==> config.mk <==
export PLATFORM = sky130hd
export DESIGN_NAME = aux_interrupt_poll_pending
export DESIGN_NICKNAME = d
export VERILOG_FILES = /design/src/aux_irq_pkg.sv /design/src/aux_interrupt_poll_pending.sv
export SDC_FILE = /design/constraint.sdc
export NUM_CORES = 1
export LEC_CHECK = 0
export ABC_CLOCK_PERIOD_IN_PS = 3200
export BUFFER_PORTS_ARGS = -buffer_cell sky130_fd_sc_hd__buf_4
export CORE_MARGIN = 8
export CORE_UTILIZATION = 47
export DETAILED_ROUTE_END_ITERATION = 10
export PLACE_DENSITY = 0.83
export SLEW_MARGIN = 25
export SYNTH_ARGS = -nofsm -noshare
export SYNTH_HDL_FRONTEND = slang
export SYNTH_SLANG_ARGS = --single-unit
==> constraint.sdc <==
create_clock -name aclk -period 3.2 [get_ports aclk]
set_clock_uncertainty 0.05 [all_clocks]
set_input_delay 0.16 -clock aclk [delete_from_list [all_inputs] [get_ports aclk]]
set_output_delay 0.16 -clock aclk [all_outputs]
set_load 0.005 [all_outputs]
==> src/aux_irq_pkg.sv <==
// Constants, register map and carrier types of the auxiliary interrupt poll and pending block
package aux_irq_pkg;

  // ----------------------------------------------------------------
  // Bus geometry
  // ----------------------------------------------------------------
  localparam int ADDR_W = 12;
  localparam int DATA_W = 32;
  localparam int REG_W = 8;

  // ----------------------------------------------------------------
  // Register indices and byte addresses (byte address = index * 4)
  // ----------------------------------------------------------------
  localparam logic [7:0] IDX_POLL = 8'hA4;
  localparam logic [7:0] IDX_PEND = 8'hA5;
  localparam logic [7:0] IDX_MASK = 8'hA6;
  localparam logic [7:0] IDX_STAT = 8'hA7;
  localparam logic [7:0] IDX_XCTL = 8'hD8;
  localparam logic [ADDR_W-1:0] ADDR_POLL = {2'h0, IDX_POLL, 2'h0};
  localparam logic [ADDR_W-1:0] ADDR_PEND = {2'h0, IDX_PEND, 2'h0};
  localparam logic [ADDR_W-1:0] ADDR_MASK = {2'h0, IDX_MASK, 2'h0};
  localparam logic [ADDR_W-1:0] ADDR_STAT = {2'h0, IDX_STAT, 2'h0};
  localparam logic [ADDR_W-1:0] ADDR_XCTL = {2'h0, IDX_XCTL, 2'h0};

  // ----------------------------------------------------------------
  // Source bit positions in poll, mask and status views
  // ----------------------------------------------------------------
  localparam int NUM_SRC = 8;
  localparam int SRC_DIG_LOW_V = 0;
  localparam int SRC_ANA_LOW_V = 1;
  localparam int SRC_SPI_RX_I2C = 2;
  localparam int SRC_SPI_TX = 3;
  localparam int SRC_MSEC = 4;
  localparam int SRC_ADC = 5;
  localparam int SRC_SUM = 6;
  localparam int SRC_SEC = 7;

  // ----------------------------------------------------------------
  // Control fields and reset values
  // ----------------------------------------------------------------
  localparam int POLL_READ_SELECT_BIT = 0;
  localparam int XCTL_AUX_EN_BIT = 4;
  localparam int PEND_W = 4;
  localparam logic [PEND_W-1:0] PEND_NONE = 4'h0;
  localparam logic [NUM_SRC-1:0] MASK_RST = 8'h00;
  localparam logic POLL_READ_SELECT_RST = 1'b0;
  localparam logic XCTL_AUX_EN_RST = 1'b0;
  localparam logic [15:0] AUX_VECTOR_ADDR = 16'h0033;
  localparam logic [1:0] RESP_OKAY = 2'h0;
  localparam logic [1:0] RESP_SLVERR = 2'h2;

  // ----------------------------------------------------------------
  // Carrier towards the core's interrupt logic
  // ----------------------------------------------------------------
  typedef struct packed {
    logic req;
    logic [PEND_W-1:0] index;
    logic [15:0] vector;
  } irq_out_s;

endpackage

==> src/aux_interrupt_poll_pending.sv <==
// Auxiliary interrupt poll, mask, status and pending index with an AXI4-Lite register slave
//
// Overview of operation
// - With read-select at 1, the poll register reads raw sources and the mask register its mask.
// - With read-select at 0, the poll register reads the mask and the mask register raw sources.
// - Read-select is a write-only bit 0 of the poll register; writing it alters no interrupt state.
// - The poll read view is read-only: seconds 7, sum 6, ADC 5, ms 4, SPI tx 3, rx/I2C 2, ALV 1, DLV 0.
// - The seconds timer has the lowest auxiliary priority and digital low voltage the highest.
// - The pending register holds a 4-bit index in bits 3-0, upper bits zero, reset value 00h.
// - Index 0 means none, else 1 DLV, 2 ALV, 3 SPI rx/I2C, 4 SPI tx, 5 ms, 6 ADC, 7 sum, 8 seconds.
// - SPI receive and I2C status share one slot, poll bit 2 and one index code.
// - All auxiliary interrupts are taken through the single vector address 0033h.
// - The whole auxiliary group is enabled by bit 4 of the extended control register at D8h.
// - Each source has a mask bit in the register at A6h: 0 masks it and 1 enables it.
// - The status register shows 1 for each active unmasked source and 0 otherwise.
//
// Decided for this implementation: register access over AXI4-Lite.
`timescale 1ns/1ns

module aux_interrupt_poll_pending #(
  parameter int AW = aux_irq_pkg::ADDR_W
) (
  // Clock, reset and clock enable
  input wire logic aclk,
  input wire logic aresetn,
  input wire logic ce,
  // Interrupt sources, one level per slot, from logic on aclk
  input wire logic [aux_irq_pkg::NUM_SRC-1:0] irq_src,
  // Request to the core
  output aux_irq_pkg::irq_out_s irq_out,
  // AXI4-Lite write address
  input wire logic awvalid,
  output logic awready,
  input wire logic [AW-1:0] awaddr,
  input wire logic [2:0] awprot,
  // AXI4-Lite write data
  input wire logic wvalid,
  output logic wready,
  input wire logic [aux_irq_pkg::DATA_W-1:0] wdata,
  input wire logic [3:0] wstrb,
  // AXI4-Lite write response
  output logic bvalid,
  input wire logic bready,
  output logic [1:0] bresp,
  // AXI4-Lite read address
  input wire logic arvalid,
  output logic arready,
  input wire logic [AW-1:0] araddr,
  input wire logic [2:0] arprot,
  // AXI4-Lite read data
  output logic rvalid,
  input wire logic rready,
  output logic [aux_irq_pkg::DATA_W-1:0] rdata,
  output logic [1:0] rresp
);
  import aux_irq_pkg::*;

  // ----------------------------------------------------------------
  // State
  // ----------------------------------------------------------------
  logic [NUM_SRC-1:0] mask_reg;
  logic poll_read_select_reg;
  logic aux_en_reg;
  logic [PEND_W-1:0] pend_reg;
  logic [NUM_SRC-1:0] stat_reg;
  irq_out_s irq_reg;
  logic awready_reg;
  logic wready_reg;
  logic aw_full_reg;
  logic w_full_reg;
  logic [AW-1:0] aw_addr_reg;
  logic [REG_W-1:0] w_byte_reg;
  logic w_lane_reg;
  logic bvalid_reg;
  logic [1:0] bresp_reg;
  logic arready_reg;
  logic rvalid_reg;
  logic [DATA_W-1:0] rdata_reg;
  logic [1:0] rresp_reg;

  // ----------------------------------------------------------------
  // Source qualification and priority
  // ----------------------------------------------------------------
  // Sources are levels owned by their peripherals; this block only observes them
  wire [NUM_SRC-1:0] active = irq_src & mask_reg;
  wire any_active = |active;
  wire [PEND_W-1:0] prio_chain [0:NUM_SRC];

  assign prio_chain[NUM_SRC] = PEND_NONE;
  // Bit 0 sits at the head of the chain so it overrides every later slot
  for (genvar g = 0; g < NUM_SRC; g++) begin : g_prio
    localparam logic [PEND_W-1:0] CODE = PEND_W'(g + 1);
    assign prio_chain[g] = active[g] ? CODE : prio_chain[g + 1];
  end
  wire [PEND_W-1:0] pend_next = prio_chain[0];
  wire req_next = aux_en_reg & any_active;

  // ----------------------------------------------------------------
  // Bus handshakes and address decode
  // ----------------------------------------------------------------
  wire aw_hs = awvalid & awready_reg;
  wire w_hs = wvalid & wready_reg;
  wire ar_hs = arvalid & arready_reg;
  wire wr_go = aw_full_reg & w_full_reg & ~bvalid_reg;
  wire wr_poll = aw_addr_reg == ADDR_POLL;
  wire wr_mask = aw_addr_reg == ADDR_MASK;
  wire wr_xctl = aw_addr_reg == ADDR_XCTL;
  wire wr_ro = (aw_addr_reg == ADDR_PEND) | (aw_addr_reg == ADDR_STAT);
  wire wr_hit = wr_poll | wr_mask | wr_xctl | wr_ro;
  wire wr_en = wr_go & w_lane_reg;
  wire rd_hit = (araddr == ADDR_POLL) | (araddr == ADDR_PEND) | (araddr == ADDR_MASK) |
                (araddr == ADDR_STAT) | (araddr == ADDR_XCTL);
  // Read-select swaps the two views of mask and raw sources
  wire [REG_W-1:0] poll_view = poll_read_select_reg ? irq_src : mask_reg;
  wire [REG_W-1:0] mask_view = poll_read_select_reg ? mask_reg : irq_src;
  wire [REG_W-1:0] xctl_view = REG_W'({aux_en_reg, {XCTL_AUX_EN_BIT{1'b0}}});
  wire [REG_W-1:0] rd_byte =
    (araddr == ADDR_POLL) ? poll_view :
    (araddr == ADDR_PEND) ? REG_W'(pend_reg) :
    (araddr == ADDR_MASK) ? mask_view :
    (araddr == ADDR_STAT) ? stat_reg :
    (araddr == ADDR_XCTL) ? xctl_view : 8'h00;
  wire [DATA_W-1:0] rd_word = DATA_W'(rd_byte);

  // ----------------------------------------------------------------
  // Software-visible control
  // ----------------------------------------------------------------
  always_ff @(posedge aclk) begin
    if (!aresetn) begin
      mask_reg <= MASK_RST;
      poll_read_select_reg <= POLL_READ_SELECT_RST;
      aux_en_reg <= XCTL_AUX_EN_RST;
    end else if (ce && wr_en) begin
      if (wr_poll) begin
        poll_read_select_reg <= w_byte_reg[POLL_READ_SELECT_BIT];
      end
      if (wr_mask) begin
        mask_reg <= w_byte_reg;
      end
      if (wr_xctl) begin
        aux_en_reg <= w_byte_reg[XCTL_AUX_EN_BIT];
      end
    end
  end

  // ----------------------------------------------------------------
  // Status, pending index and request
  // ----------------------------------------------------------------
  always_ff @(posedge aclk) begin
    if (!aresetn) begin
      pend_reg <= PEND_NONE;
      stat_reg <= MASK_RST;
      irq_reg <= '0;
    end else if (ce) begin
      pend_reg <= pend_next;
      stat_reg <= active;
      irq_reg.req <= req_next;
      irq_reg.index <= pend_next;
      irq_reg.vector <= AUX_VECTOR_ADDR;
    end
  end

  // ----------------------------------------------------------------
  // Write channels: address and data latch independently
  // ----------------------------------------------------------------
  always_ff @(posedge aclk) begin
    if (!aresetn) begin
      awready_reg <= 1'b1;
      aw_full_reg <= 1'b0;
      aw_addr_reg <= '0;
    end else if (ce) begin
      if (aw_hs) begin
        aw_addr_reg <= awaddr;
        aw_full_reg <= 1'b1;
        awready_reg <= 1'b0;
      end else if (wr_go) begin
        aw_full_reg <= 1'b0;
      end else if (bvalid_reg && bready) begin
        awready_reg <= 1'b1;
      end
    end
  end

  always_ff @(posedge aclk) begin
    if (!aresetn) begin
      wready_reg <= 1'b1;
      w_full_reg <= 1'b0;
      w_byte_reg <= '0;
      w_lane_reg <= 1'b0;
    end else if (ce) begin
      if (w_hs) begin
        w_byte_reg <= wdata[REG_W-1:0];
        w_lane_reg <= wstrb[0];
        w_full_reg <= 1'b1;
        wready_reg <= 1'b0;
      end else if (wr_go) begin
        w_full_reg <= 1'b0;
      end else if (bvalid_reg && bready) begin
        wready_reg <= 1'b1;
      end
    end
  end

  // Readies stay low until the response is taken, so one write at a time
  always_ff @(posedge aclk) begin
    if (!aresetn) begin
      bvalid_reg <= 1'b0;
      bresp_reg <= RESP_OKAY;
    end else if (ce) begin
      if (wr_go) begin
        bvalid_reg <= 1'b1;
        bresp_reg <= wr_hit ? RESP_OKAY : RESP_SLVERR;
      end else if (bvalid_reg && bready) begin
        bvalid_reg <= 1'b0;
      end
    end
  end

  // ----------------------------------------------------------------
  // Read channel: data is a snapshot taken at the address handshake
  // ----------------------------------------------------------------
  always_ff @(posedge aclk) begin
    if (!aresetn) begin
      arready_reg <= 1'b1;
      rvalid_reg <= 1'b0;
      rdata_reg <= '0;
      rresp_reg <= RESP_OKAY;
    end else if (ce) begin
      if (ar_hs) begin
        arready_reg <= 1'b0;
        rvalid_reg <= 1'b1;
        rdata_reg <= rd_word;
        rresp_reg <= rd_hit ? RESP_OKAY : RESP_SLVERR;
      end else if (rvalid_reg && rready) begin
        rvalid_reg <= 1'b0;
        arready_reg <= 1'b1;
      end
    end
  end

  // ----------------------------------------------------------------
  // Outputs
  // ----------------------------------------------------------------
  assign irq_out = irq_reg;
  assign awready = awready_reg;
  assign wready = wready_reg;
  assign bvalid = bvalid_reg;
  assign bresp = bresp_reg;
  assign arready = arready_reg;
  assign rvalid = rvalid_reg;
  assign rdata = rdata_reg;
  assign rresp = rresp_reg;
endmodule

Word level (Yosys, flattened, before mapping)
Index checks and enable logic that the tools add are counted.
{ "word_totals": {"register_bits": 64, "inputBits": 82, "out_inout_bits": 62, "word_cells": 102} }
{ "classes": {"n_eq_ne": 12, "mux": 30, "n_bitwise": 17, "reduce_logical": 23} }
{ "ops": {"columns": ["cell", "count"], "rows": [
  ["12-bit by 10-bit == test with 1-bit output (second input constant)", 10],
  ["8-bit 2-to-1 mux", 6],
  ["4-bit 2-to-1 mux", 8],
  ["2-bit AND reduction", 11],
  ["1-bit 2-to-1 mux", 13],
  ["2-bit nonzero test", 6],
  ["8-bit bitwise AND", 1],
  ["1-bit OR", 8],
  ["8-bit OR reduction", 1],
  ["1-bit bitwise AND", 7],
  ["3-bit AND reduction", 2],
  ["5-bit 2-to-1 mux", 1],
  ["2-bit 2-to-1 mux", 2],
  ["2-bit != test (second input constant)", 2],
  ["1-bit logical AND", 3],
  ["1-bit inverter", 1]
]} }

Logic depth before layout (Yosys ltp)
Gate-level depths: netlist (run 1).
{ "depth": {"ltp_word": 9, "depth_mapped": 6, "mapped_depth_nobuf": 5} }

Worst setup path after synthesis (run 1)
No wires, ideal clock.
{ "synth_path": {"path_kind": "flip-flop to flip-flop", "start": "register aw_addr_reg[0]", "end": "register aux_en_reg", "setup_time_ns": 0.125, "arrival_time_ns": 2.049, "t_required_ns": 3.025, "setup_slack_ns": 0.976, "path_stages_with_launch": 6, "path_buffers": 0, "synth_period_minus_slack_ns": 2.224, "path_cell_list": "dfxtp_1 > or4b_4 > or3_4 > or4_2 > o211ai_1 > o31ai_1"} }
{ "synth_via": {"elab_chain_cells": 2} }
{ "synth_rtl": {"columns": ["item", "line_no", "text"], "rows": [
  ["start, declared", "aux_interrupt_poll_pending.sv:71", "logic [AW-1:0] aw_addr_reg;"],
  ["start signal, assigned", "aux_interrupt_poll_pending.sv:173", "aw_addr_reg <= awaddr;"],
  ["12-bit by 10-bit == test with 1-bit output", "aux_interrupt_poll_pending.sv:107", "wire wr_xctl = aw_addr_reg == ADDR_XCTL;"],
  ["2-bit AND reduction (no source line)", null, null],
  ["end signal, assigned", "aux_interrupt_poll_pending.sv:141", "aux_en_reg <= w_byte_reg[XCTL_AUX_EN_BIT];"],
  ["end, declared", "aux_interrupt_poll_pending.sv:63", "logic aux_en_reg;"]
]} }
No other way between the ends.
A chain may end at the register's enable or synchronous reset.

Worst setup path in the final report (run 1)
{ "layout_path": {"start": "register aw_addr_reg[0]", "end": "register mask_reg[1]"} }
{ "layout_via": {"elab_chain_cells": 2} }
{ "layout_rtl": {"columns": ["item", "line_no", "text"], "rows": [
  ["12-bit by 10-bit == test with 1-bit output", "aux_interrupt_poll_pending.sv:106", "wire wr_mask = aw_addr_reg == ADDR_MASK;"],
  ["2-bit AND reduction (no source line)", null, null],
  ["end signal, assigned", "aux_interrupt_poll_pending.sv:138", "mask_reg <= w_byte_reg;"],
  ["end, declared", "aux_interrupt_poll_pending.sv:61", "logic [NUM_SRC-1:0] mask_reg;"]
]} }
No other way between the ends.

==> results.cfg, run 1 <==
[route]
dr_total_vias = 2723
wire_length_per_cell_microns = 14.61
drt_iter0_markers = 149
drt_first_pass_iters = 4
drtAntennaViolNets = 0
post-route-drc-count = 0
postRouteWirelength_microns = 7700
vias_per_cell = 5.167

[worst_setup_path]
critical_path.top_delay_family = simple AND/OR/NAND/NOR gates
cp_max_fo = 8
cp_data_required_time_ns = 3.38
critical-path-slowest-cell = sky130_fd_sc_hd__nor4_4
crit_path_end_kind = flop
path_buf_inv = 0
slowest_cell_delay_on_critical_path_ns = 0.65
critical_path.cell_chain = or4b_4 -> or3_4 -> nor4_4 -> mux2i_1 -> nor2b_1
worst_setup_path_category = reg2reg
cp.arrival_ns = 2.54
timing.critical_path.from_type = flop

[global_route]
grt_antenna_before_repair = 0
globalRoute.busiestLayer = met2
globalRouteTotalUtil_pct = 15.20
global_route.usage.met3_pct = 6.695
global_route.usage.met1_pct = 17.49
grt_max_degree = 66
final_global_route_overflow_total = 0
grt_pass1_wl_microns = 12180
groute.layer.met2.usage_pct = 24.79
grt_pass1_vias = 2552

[logic_synthesis]
syn_area_sq_um = 3227
synth_common_cells = sky130_fd_sc_hd__nand2_1 (66), sky130_fd_sc_hd__dfxtp_1 (62), sky130_fd_sc_hd__buf_4 (41)
postSynthCellCount = 384
synth.area.top_cells = sky130_fd_sc_hd__dfxtp_1 (38%), sky130_fd_sc_hd__buf_4 (9.5%), sky130_fd_sc_hd__nand2_1 (7.7%)
post-synth-top-area-cell = sky130_fd_sc_hd__dfxtp_1
synth-async-reset-ratio_pct = 0
synth_top_flop_cell = sky130_fd_sc_hd__dfxtp_1
synth_seq_cells = 62
synth_enable_flop_cells = 0
synth_cell_type_count = 42
synth-seq-area-share_pct = 38.46
ys_warn_count = 0
synth.avg_cell_area_sq_um = 8.403
yosys.cell_count.top_type = sky130_fd_sc_hd__nand2_1
yosys.area.top_type_share_pct = 38.46

[pwr]
gate_power_share_pct = 11.0
clock_power_share_pct = 38.2
power_density_over_the_cells_nw_per_um2 = 420.8
p_sw_w = 0.0004021
irDropWorstVdd_mv = 0.2898
power.leakage_nw = 1.510
seq_power_share_pct = 50.8
p_int_w = 0.001196
swShare_pct = 25.17

[clocking]
clkLatencyLatePin_ns = 0.34
cts_clock_pin_slew_for_the_worst_setup_and_hold_paths_ns = 0.07
cts_setup_buffers = 0
cts_tree = yes
cts_resized = 0
cts-root-buf = sky130_fd_sc_hd__clkbuf_8
clock_sink_count = 62
cts-buffers-inserted = 9
ctsHoldBuffers = 0
clock_path_buffers = 2
cts-htree-levels = 3

[floorplanning]
floorplan.initialDensity_pct = 48.03
core.rowCount = 30
floorplan.core_area_sq_um = 6719
ios = 144
chipHeight_microns = 98.86
die-width_microns = 98.86
floorplan.die_area_sq_um = 9773

[cells_and_area]
area_delta_synth_final_pct = 17.68
largest_register_ffs = 12
numnets_final = 525
drive_above_1_share_pct = 22.37
antenna-diode-count = 0

[sta]
relSlewSlack_pct = 44.40
final.min_clock_period_ns = 2.364
final_max_slew_viol_count = 0
worstMarginPinSlew_ns = 0.8328
unrepaired_setup_endpoints_after_global_routing = false
totalNegativeSetupSlack_ns = 0
finalHoldWorstSlack_ns = 0.02291
report.final.setup_viol = 0
hold_viol = 0
highest_clock_rate_mhz = 422.9
finalWorstSetupSlack_ns = 0.8356
timing.final.crit_share_pct = 73.89

[flow_run]
cap_viol_max_count = 0

[placed_design]
numPortBuffers = 72
dp_slack_ns = 0.8689
finalWeightedCongestion = 0.8591
detailedPlacementHpwl_microns = 5707

[run_status]
run_status = completed

[min_path]
timing.hold.worst.class = in2reg
-- kinds of logic after synthesis --
kind of cell / synth area share, %
compound gates: 17.88
buf+inv: 12.45
flops: 38.46
mux: 8.104
other cells: 0.1162
simple gates: 22.99
-- per-layer routing --
layer  part of all wire, %  vias up
met4                  0.79        0
met3                   9.2        6
met1                    43     1247
li1                      -     1378
met5                     0        -
met2                    47       92
-- layout by cell type (no fill, tap or decap), types with 2 or more instances in the layout --
master                     netlist  layout
sky130_fd_sc_hd__o21ai_0        21      21
sky130_fd_sc_hd__nand4b_1        3       3
sky130_fd_sc_hd__nand3_1        17      17
sky130_fd_sc_hd__conb_1          1      38
sky130_fd_sc_hd__inv_1           5       5
sky130_fd_sc_hd__nor4_1          2       2
sky130_fd_sc_hd__dfxtp_1        62      62
sky130_fd_sc_hd__a21boi_0       30      30
sky130_fd_sc_hd__nor2_1          3       3
sky130_fd_sc_hd__a211oi_1        4       4
sky130_fd_sc_hd__mux2i_1        16      16
sky130_fd_sc_hd__nand2b_1       11      11
sky130_fd_sc_hd__and2_1          4       4
sky130_fd_sc_hd__clkbuf_8        0      11
sky130_fd_sc_hd__nand4_1         3       3
sky130_fd_sc_hd__clkinv_2        0       3
sky130_fd_sc_hd__and3_1          4       4
sky130_fd_sc_hd__o211ai_1        7       7
sky130_fd_sc_hd__nand2_1        66      66
sky130_fd_sc_hd__mux2_2          9       9
sky130_fd_sc_hd__a31oi_1         4       4
sky130_fd_sc_hd__a21oi_1        13      13
sky130_fd_sc_hd__nor3b_1         2       2
sky130_fd_sc_hd__nor2b_1        19      19
sky130_fd_sc_hd__buf_4          41      72
-- power groups by stage --
stage	Combinational, W	Sequential [W]	Clock, W
CTS	0.000174	0.000811	0.000627
global route	0.000193	0.000814	0.000668
finish	0.000175	0.000812	0.000611
detailed placement	0.000173	0.000829	0
floorplan	0.000126	0.000826	0
global placement	0.000170	0.000827	0
-- tightest hold or removal path: stages --
cell and delay [ns]:
sky130_fd_sc_hd__buf_4 0.11, sky130_fd_sc_hd__nand2_1 0.04, sky130_fd_sc_hd__a21boi_0 0.06
-- through the flow --
stage	area (sq um)	power (W)	instances	utilization [%]
3_5_place_dp	3623	0.001002	512	53.93
3_3_place_gp	3623	0.0009966	512	53.93
4_1_cts	3797	0.001612	527	56.52
6_report	3797	0.001598	527	56.52
5_1_grt	3797	0.001675	527	56.52
2_1_floorplan	3366	0.0009515	421	-
-- layout make-up --
class                   instances  area [sq um]
clock buffers                  11         151.4
inverters                       5         18.77
multi-input cells             293          1723
clock inverters                 4         22.52
repair buffers                 72         540.5
flip-flops and latches         62          1241
well taps                      80         100.1
fillers                       613          2922
-- final timing paths --
| path | end | depth (start not counted) | slack (ns) | from |
|---|---|---|---|---|
| max | mask_reg[1]$_SDFFE_PN0P_ | 5 | 0.84 | aw_addr_reg[0]$_SDFFE_PN0P_ |
| min | aw_addr_reg[5]$_SDFFE_PN0P_ | 3 | 0.02 | awaddr[5] |
| max reg2reg | mask_reg[1]$_SDFFE_PN0P_ | 5 | 0.84 | aw_addr_reg[0]$_SDFFE_PN0P_ |
| min reg2reg | w_byte_reg[5]$_SDFFE_PN0P_ | 2 | 0.42 | w_byte_reg[5]$_SDFFE_PN0P_ |
No activity file was read; power rests on OpenSTA's default activity.
==> run 2, diff against run 1 <==
--- a/config.mk
+++ b/config.mk
@@ -5,12 +5,12 @@
 export SDC_FILE = /design/constraint.sdc
 export NUM_CORES = 1
 export LEC_CHECK = 0
-export ABC_CLOCK_PERIOD_IN_PS = 3200
+export ABC_CLOCK_PERIOD_IN_PS = 2100
 export BUFFER_PORTS_ARGS = -buffer_cell sky130_fd_sc_hd__buf_4
 export CORE_MARGIN = 8
-export CORE_UTILIZATION = 47
+export CORE_UTILIZATION = 43
 export DETAILED_ROUTE_END_ITERATION = 10
-export PLACE_DENSITY = 0.83
+export PLACE_DENSITY = 0.8
 export SLEW_MARGIN = 25
 export SYNTH_ARGS = -nofsm -noshare
 export SYNTH_HDL_FRONTEND = slang
==> constraint.sdc (replaced) <==
create_clock -name aclk -period 2.1 [get_ports aclk]
set_clock_uncertainty 0.05 [all_clocks]
set_input_delay 0.105 -clock aclk [delete_from_list [all_inputs] [get_ports aclk]]
set_output_delay 0.105 -clock aclk [all_outputs]
set_load 0.005 [all_outputs]
==> results.cfg, run 2 (synthesized netlist as in run 1, its figures left out) <==
[worst_setup_path]
critical_path.cell_chain = or4b_4 -> or3_4 -> nor4_4 -> buf_12 -> mux2i_1 -> nor2b_1
cp_max_fo = 8
r2r_setup_slack_ns = -0.03
timing.critical_path.from_type = flop
crit_path_end_kind = flop
critical_path.top_delay_family = simple AND/OR/NAND/NOR gates
worst_setup_path_category = reg2reg
worstReg2RegEnd = mask_reg[2]$_SDFFE_PN0P_
critical-path-slowest-cell = sky130_fd_sc_hd__or4b_4
timing.critical_path.from = aw_addr_reg[0]$_SDFFE_PN0P_
slowest_cell_delay_on_critical_path_ns = 0.54
path_buf_inv = 1
cp_data_required_time_ns = 2.27
cp.arrival_ns = 2.30
reg2reg_depth = 6
critical_path.reg2reg.startpoint = aw_addr_reg[0]$_SDFFE_PN0P_

[route]
post-route-drc-count = 0
dr_total_vias = 2847
vias_per_cell = 4.977
drt_iter0_markers = 76
postRouteWirelength_microns = 7953
wire_length_per_cell_microns = 13.90
drt_first_pass_iters = 4
drtAntennaViolNets = 0

[clocking]
cts_tree = yes
cts-root-buf = sky130_fd_sc_hd__clkbuf_8
clkLatencyLatePin_ns = 0.33
cts-buffers-inserted = 9
clock_sink_count = 62
cts_setup_buffers = 0
clock_path_buffers = 2
cts-htree-levels = 3
cts_clock_pin_slew_for_the_worst_setup_and_hold_paths_ns = 0.07

[sta]
report.final.setup_viol = 8
unrepaired_setup_endpoints_after_global_routing = true
highest_clock_rate_mhz = 469.0
timing.final.crit_share_pct = 101.5
hold_viol = 0
final_max_slew_viol_count = 0
totalNegativeSetupSlack_ns = -0.1078
finalWorstSetupSlack_ns = -0.03199
final.min_clock_period_ns = 2.132
finalHoldWorstSlack_ns = 0.02735

[global_route]
grt_max_degree = 34
final_global_route_overflow_total = 0
grt_antenna_before_repair = 0
globalRouteTotalUtil_pct = 15.13
grt_pass1_wl_microns = 12730
grt_pass1_vias = 2685

[placed_design]
numPortBuffers = 72
dp_slack_ns = -0.04803
detailedPlacementHpwl_microns = 5949
finalWeightedCongestion = 0.8557

[cells_and_area]
largest_register_ffs = 12
area_delta_synth_final_pct = 27.80
numnets_final = 550
antenna-diode-count = 0
final_cell_mix = sky130_fd_sc_hd__buf_4 (75), sky130_fd_sc_hd__nand2_1 (66), sky130_fd_sc_hd__dfxtp_1 (61)
drive_above_1_share_pct = 22.20
final_design_utilization_pct = 56.86
layout.cells.most_common = sky130_fd_sc_hd__buf_4

[min_path]
hold_start = irq_src[2]
whs_endpoint = stat_reg[2]$_SDFFE_PN0P_
timing.hold.worst.class = in2reg
hold-path-cell-count = 3

[floorplanning]
floorplan.core_area_sq_um = 7253
ios = 144
floorplan.initialDensity_pct = 44.49
die-width_microns = 102.6
chipHeight_microns = 102.6
core.rowCount = 31
floorplan.die_area_sq_um = 10530

[pwr]
irDropWorstVdd_mv = 0.4231
power_density_over_the_cells_nw_per_um2 = 646.8
power.leakage_nw = 1.640

[run_status]
failed_checks = negative setup slack
run_status = finished with violations

[flow_run]
cap_viol_max_count = 0
-- run 2: changes by cell type in the layout (fill, tap and decap cells not counted), moves of 2 or more --
cell and change:
sky130_fd_sc_hd__dlygate4sd3_1 +21, sky130_fd_sc_hd__buf_4 +3, sky130_fd_sc_hd__clkinv_2 -3, sky130_fd_sc_hd__clkbuf_8 +2
-- run 2: tightest hold or removal path, stage by stage --
cell and delay, ns:
sky130_fd_sc_hd__buf_4 0.13, sky130_fd_sc_hd__nand3_1 0.07, sky130_fd_sc_hd__a21boi_0 0.07
-- run 2: repair_timing --
item,4_1_cts,5_1_grt
pin swaps,0,2
hold buffers,21,0
gates resized for setup,0,1
setup endpoints to repair,10,10
hold endpoints to repair,21,0
-- run 2: stage by stage --
step                cell area [sq um]  instances  power (W)
floorplan                        3368        421   0.001450
global placement                 3692        535   0.001523
detailed placement               3692        535   0.001530
CTS                              4123        572   0.002692
global route                     4124        572   0.002788
finish                           4124        572   0.002668
-- run 2: where the power goes --
group,switching [W],leakage [nW],internal (W)
combinational,0.000145,1.03,0.000158
clock,0.000450,0.109,0.000679
sequential,0.0000236,0.505,0.00121
total,0.000618,1.64,0.00205
-- run 2: worst max path at each step --
stage	end	slack (ns)	depth (start not counted)
final	mask_reg[2]$_SDFFE_PN0P_	-0.03	6
after global routing	mask_reg[1]$_SDFFE_PN0P_	-0.15	6
after CTS	aux_en_reg$_SDFFE_PN0P_	-0.06	5
after detailed placement	aux_en_reg$_SDFFE_PN0P_	-0.05	5
after global placement	aux_en_reg$_SDFFE_PN0P_	-0.04	5
after floorplan	mask_reg[0]$_SDFFE_PN0P_	-0.08	5
-- run 2: routing by layer --
metal | wire [microns] | up-vias | global-route usage, %
li1 | - | 1421 | -
met1 | 3411 | 1319 | 17.91
met2 | 3623 | 95 | 24.48
met3 | 799 | 12 | 5.739
met4 | 119 | 0 | 5.192
met5 | 0 | - | 0
-- run 2: cell type report --
class / count / area (sq um)
fillers: 667 / 3129
multi-input cells: 293 / 1725
flip-flops and latches: 62 / 1242
repair buffers: 97 / 793.3
clock buffers: 14 / 182.7
well taps: 99 / 123.9
clock inverters: 2 / 37.54
inverters: 5 / 18.77
==> run 3, diff against run 2 <==
--- a/config.mk
+++ b/config.mk
@@ -5,7 +5,7 @@
 export SDC_FILE = /design/constraint.sdc
 export NUM_CORES = 1
 export LEC_CHECK = 0
-export ABC_CLOCK_PERIOD_IN_PS = 2100
+export ABC_CLOCK_PERIOD_IN_PS = 1800
 export BUFFER_PORTS_ARGS = -buffer_cell sky130_fd_sc_hd__buf_4
 export CORE_MARGIN = 8
 export CORE_UTILIZATION = 43
==> constraint.sdc (replaced) <==
create_clock -name aclk -period 1.8 [get_ports aclk]
set_clock_uncertainty 0.05 [all_clocks]
set_input_delay 0.09 -clock aclk [delete_from_list [all_inputs] [get_ports aclk]]
set_output_delay 0.09 -clock aclk [all_outputs]
set_load 0.005 [all_outputs]
==> results.cfg, run 3 (synthesized netlist as in run 1, its figures left out) <==
[clocking]
clock_path_buffers = 2
cts_clock_pin_slew_for_the_worst_setup_and_hold_paths_ns = 0.08
cts-root-buf = sky130_fd_sc_hd__clkbuf_8
clock_sink_count = 62
cts-htree-levels = 3
cts-buffers-inserted = 9
clkLatencyLatePin_ns = 0.34
cts_tree = yes

[global_route]
grt_pass1_wl_microns = 12830
final_global_route_overflow_total = 0
grt_pass1_vias = 2712
grt_max_degree = 36
globalRouteTotalUtil_pct = 15.36
grt_antenna_before_repair = 0

[placed_design]
dp_slack_ns = -0.3479
detailedPlacementHpwl_microns = 5973
numPortBuffers = 72
finalWeightedCongestion = 0.8345

[cells_and_area]
fillCellCount = 650
largest_register_ffs = 12
antenna-diode-count = 0
numnets_final = 557
drive_above_1_share_pct = 22.92
register_area_sq_um = 1242
final_cell_mix = sky130_fd_sc_hd__buf_4 (77), sky130_fd_sc_hd__nand2_1 (66), sky130_fd_sc_hd__dfxtp_1 (61)
multi_input_area_sq_um = 1730
layout.cells.most_common = sky130_fd_sc_hd__buf_4
area_delta_synth_final_pct = 29.24

[worst_setup_path]
cp_data_required_time_ns = 1.98
slowest_cell_delay_on_critical_path_ns = 0.52
cp_max_fo = 3
cp.arrival_ns = 2.33
critical_path.cell_chain = or4b_4 -> or3_4 -> or4_4 -> o211ai_1 -> o31ai_1
critical-path-slowest-cell = sky130_fd_sc_hd__or4b_4
crit_path_end_kind = flop
worst_setup_path_category = reg2reg
timing.critical_path.from_type = flop

[route]
post-route-drc-count = 0
postRouteWirelength_microns = 8100
drt_iter0_markers = 113
drt_first_pass_iters = 4
vias_per_cell = 4.984
wire_length_per_cell_microns = 13.99
drtAntennaViolNets = 0
dr_total_vias = 2886

[floorplanning]
die-width_microns = 102.6
core.rowCount = 31
chipHeight_microns = 102.6
floorplan.die_area_sq_um = 10530
floorplan.core_area_sq_um = 7253
ios = 144
floorplan.initialDensity_pct = 44.49

[sta]
highest_clock_rate_mhz = 466.6
unrepaired_setup_endpoints_after_global_routing = true
final.min_clock_period_ns = 2.143
final_max_slew_viol_count = 0
timing.final.crit_share_pct = 119.1
report.final.setup_viol = 11
hold_viol = 0
finalWorstSetupSlack_ns = -0.3432
finalHoldWorstSlack_ns = 0.01820
totalNegativeSetupSlack_ns = -3.168

[run_status]
run_status = finished with violations
failed_checks = negative setup slack

[flow_run]
cap_viol_max_count = 0

[pwr]
power_density_over_the_cells_nw_per_um2 = 736.2
irDropWorstVdd_mv = 0.3503
power.leakage_nw = 1.662

[min_path]
timing.hold.worst.class = in2reg
-- run 3: cell count changes in the layout (fill, tap and decap cells not counted), sizes merged --
| cell | previous run | this run |
|---|---|---|
| clkbuf | 14 | 9 |
| buf | 76 | 78 |
| dlygate4sd3 | 21 | 26 |
| inv | 5 | 7 |
| clkinv | 0 | 3 |
-- run 3: cell type report --
| cell class | count | area share (%) |
|---|---|---|
| Clock inverter | 7 | 1.950 |
| Timing Repair Buffer | 104 | 20.37 |
| Clock buffer | 9 | 2.970 |
| Multi-Input combinational cell | 293 | 41.49 |
| Inverter | 5 | 0.4500 |
| Tap cell | 99 | 2.970 |
| Sequential cell | 62 | 29.79 |
-- run 3: path summary, 6_finish.rpt --
kind / startpoint / end / slack [ns] / cells past startpoint
setup / recovery: aw_addr_reg[0]$_SDFFE_PN0P_ / aux_en_reg$_SDFFE_PN0P_ / -0.34 / 5
hold / removal: irq_src[2] / stat_reg[2]$_SDFFE_PN0P_ / 0.02 / 3
setup reg to reg: aw_addr_reg[0]$_SDFFE_PN0P_ / aux_en_reg$_SDFFE_PN0P_ / -0.34 / 5
hold reg to reg: aw_addr_reg[9]$_SDFFE_PN0P_ / aw_addr_reg[9]$_SDFFE_PN0P_ / 0.42 / 2
-- run 3: what timing repair did --
item	in CTS	in global routing
hold buffers	26	0
pin swaps	0	2
setup endpoints to repair	11	13
resized for setup	1	4
endpoints found under the hold margin	26	0
setup buffers	0	0
-- run 3: worst max-delay path, delay by kind of cell, from the launching register on --
| kind | cells | cell delay, ns |
|---|---|---|
| compound gates | 2 | 0.26 |
| flops | 1 | 0.32 |
| simple gates | 3 | 1.39 |
-- run 3: power breakdown --
| part | leakage (nW) | internal (W) | total (W) | switching, W |
|---|---|---|---|---|
| sequential | 0.505 | 0.00141 | 0.00144 | 0.0000293 |
| combinational | 1.06 | 0.000194 | 0.000363 | 0.000169 |
| clock | 0.100 | 0.000655 | 0.00126 | 0.000609 |
| total | 1.66 | 0.00226 | 0.00307 | 0.000808 |
-- run 3: per-layer routing --
metal	track usage, %	vias to the layer above	routed length (microns)
li1	-	1441	-
met1	17.99	1320	3489
met2	24.53	108	3575
met3	5.874	17	884
met4	6.433	0	151
met5	0	-	0
-- run 3: through the flow --
step	power (W)	std cells	instance area [sq um]	util (%)
after floorplan	0.001692	421	3368	-
after global placement	0.001780	537	3695	50.94
after detailed placement	0.001787	537	3695	50.94
after CTS	0.003102	579	4164	57.41
after global routing	0.003205	579	4170	57.50
final	0.003070	579	4170	57.50
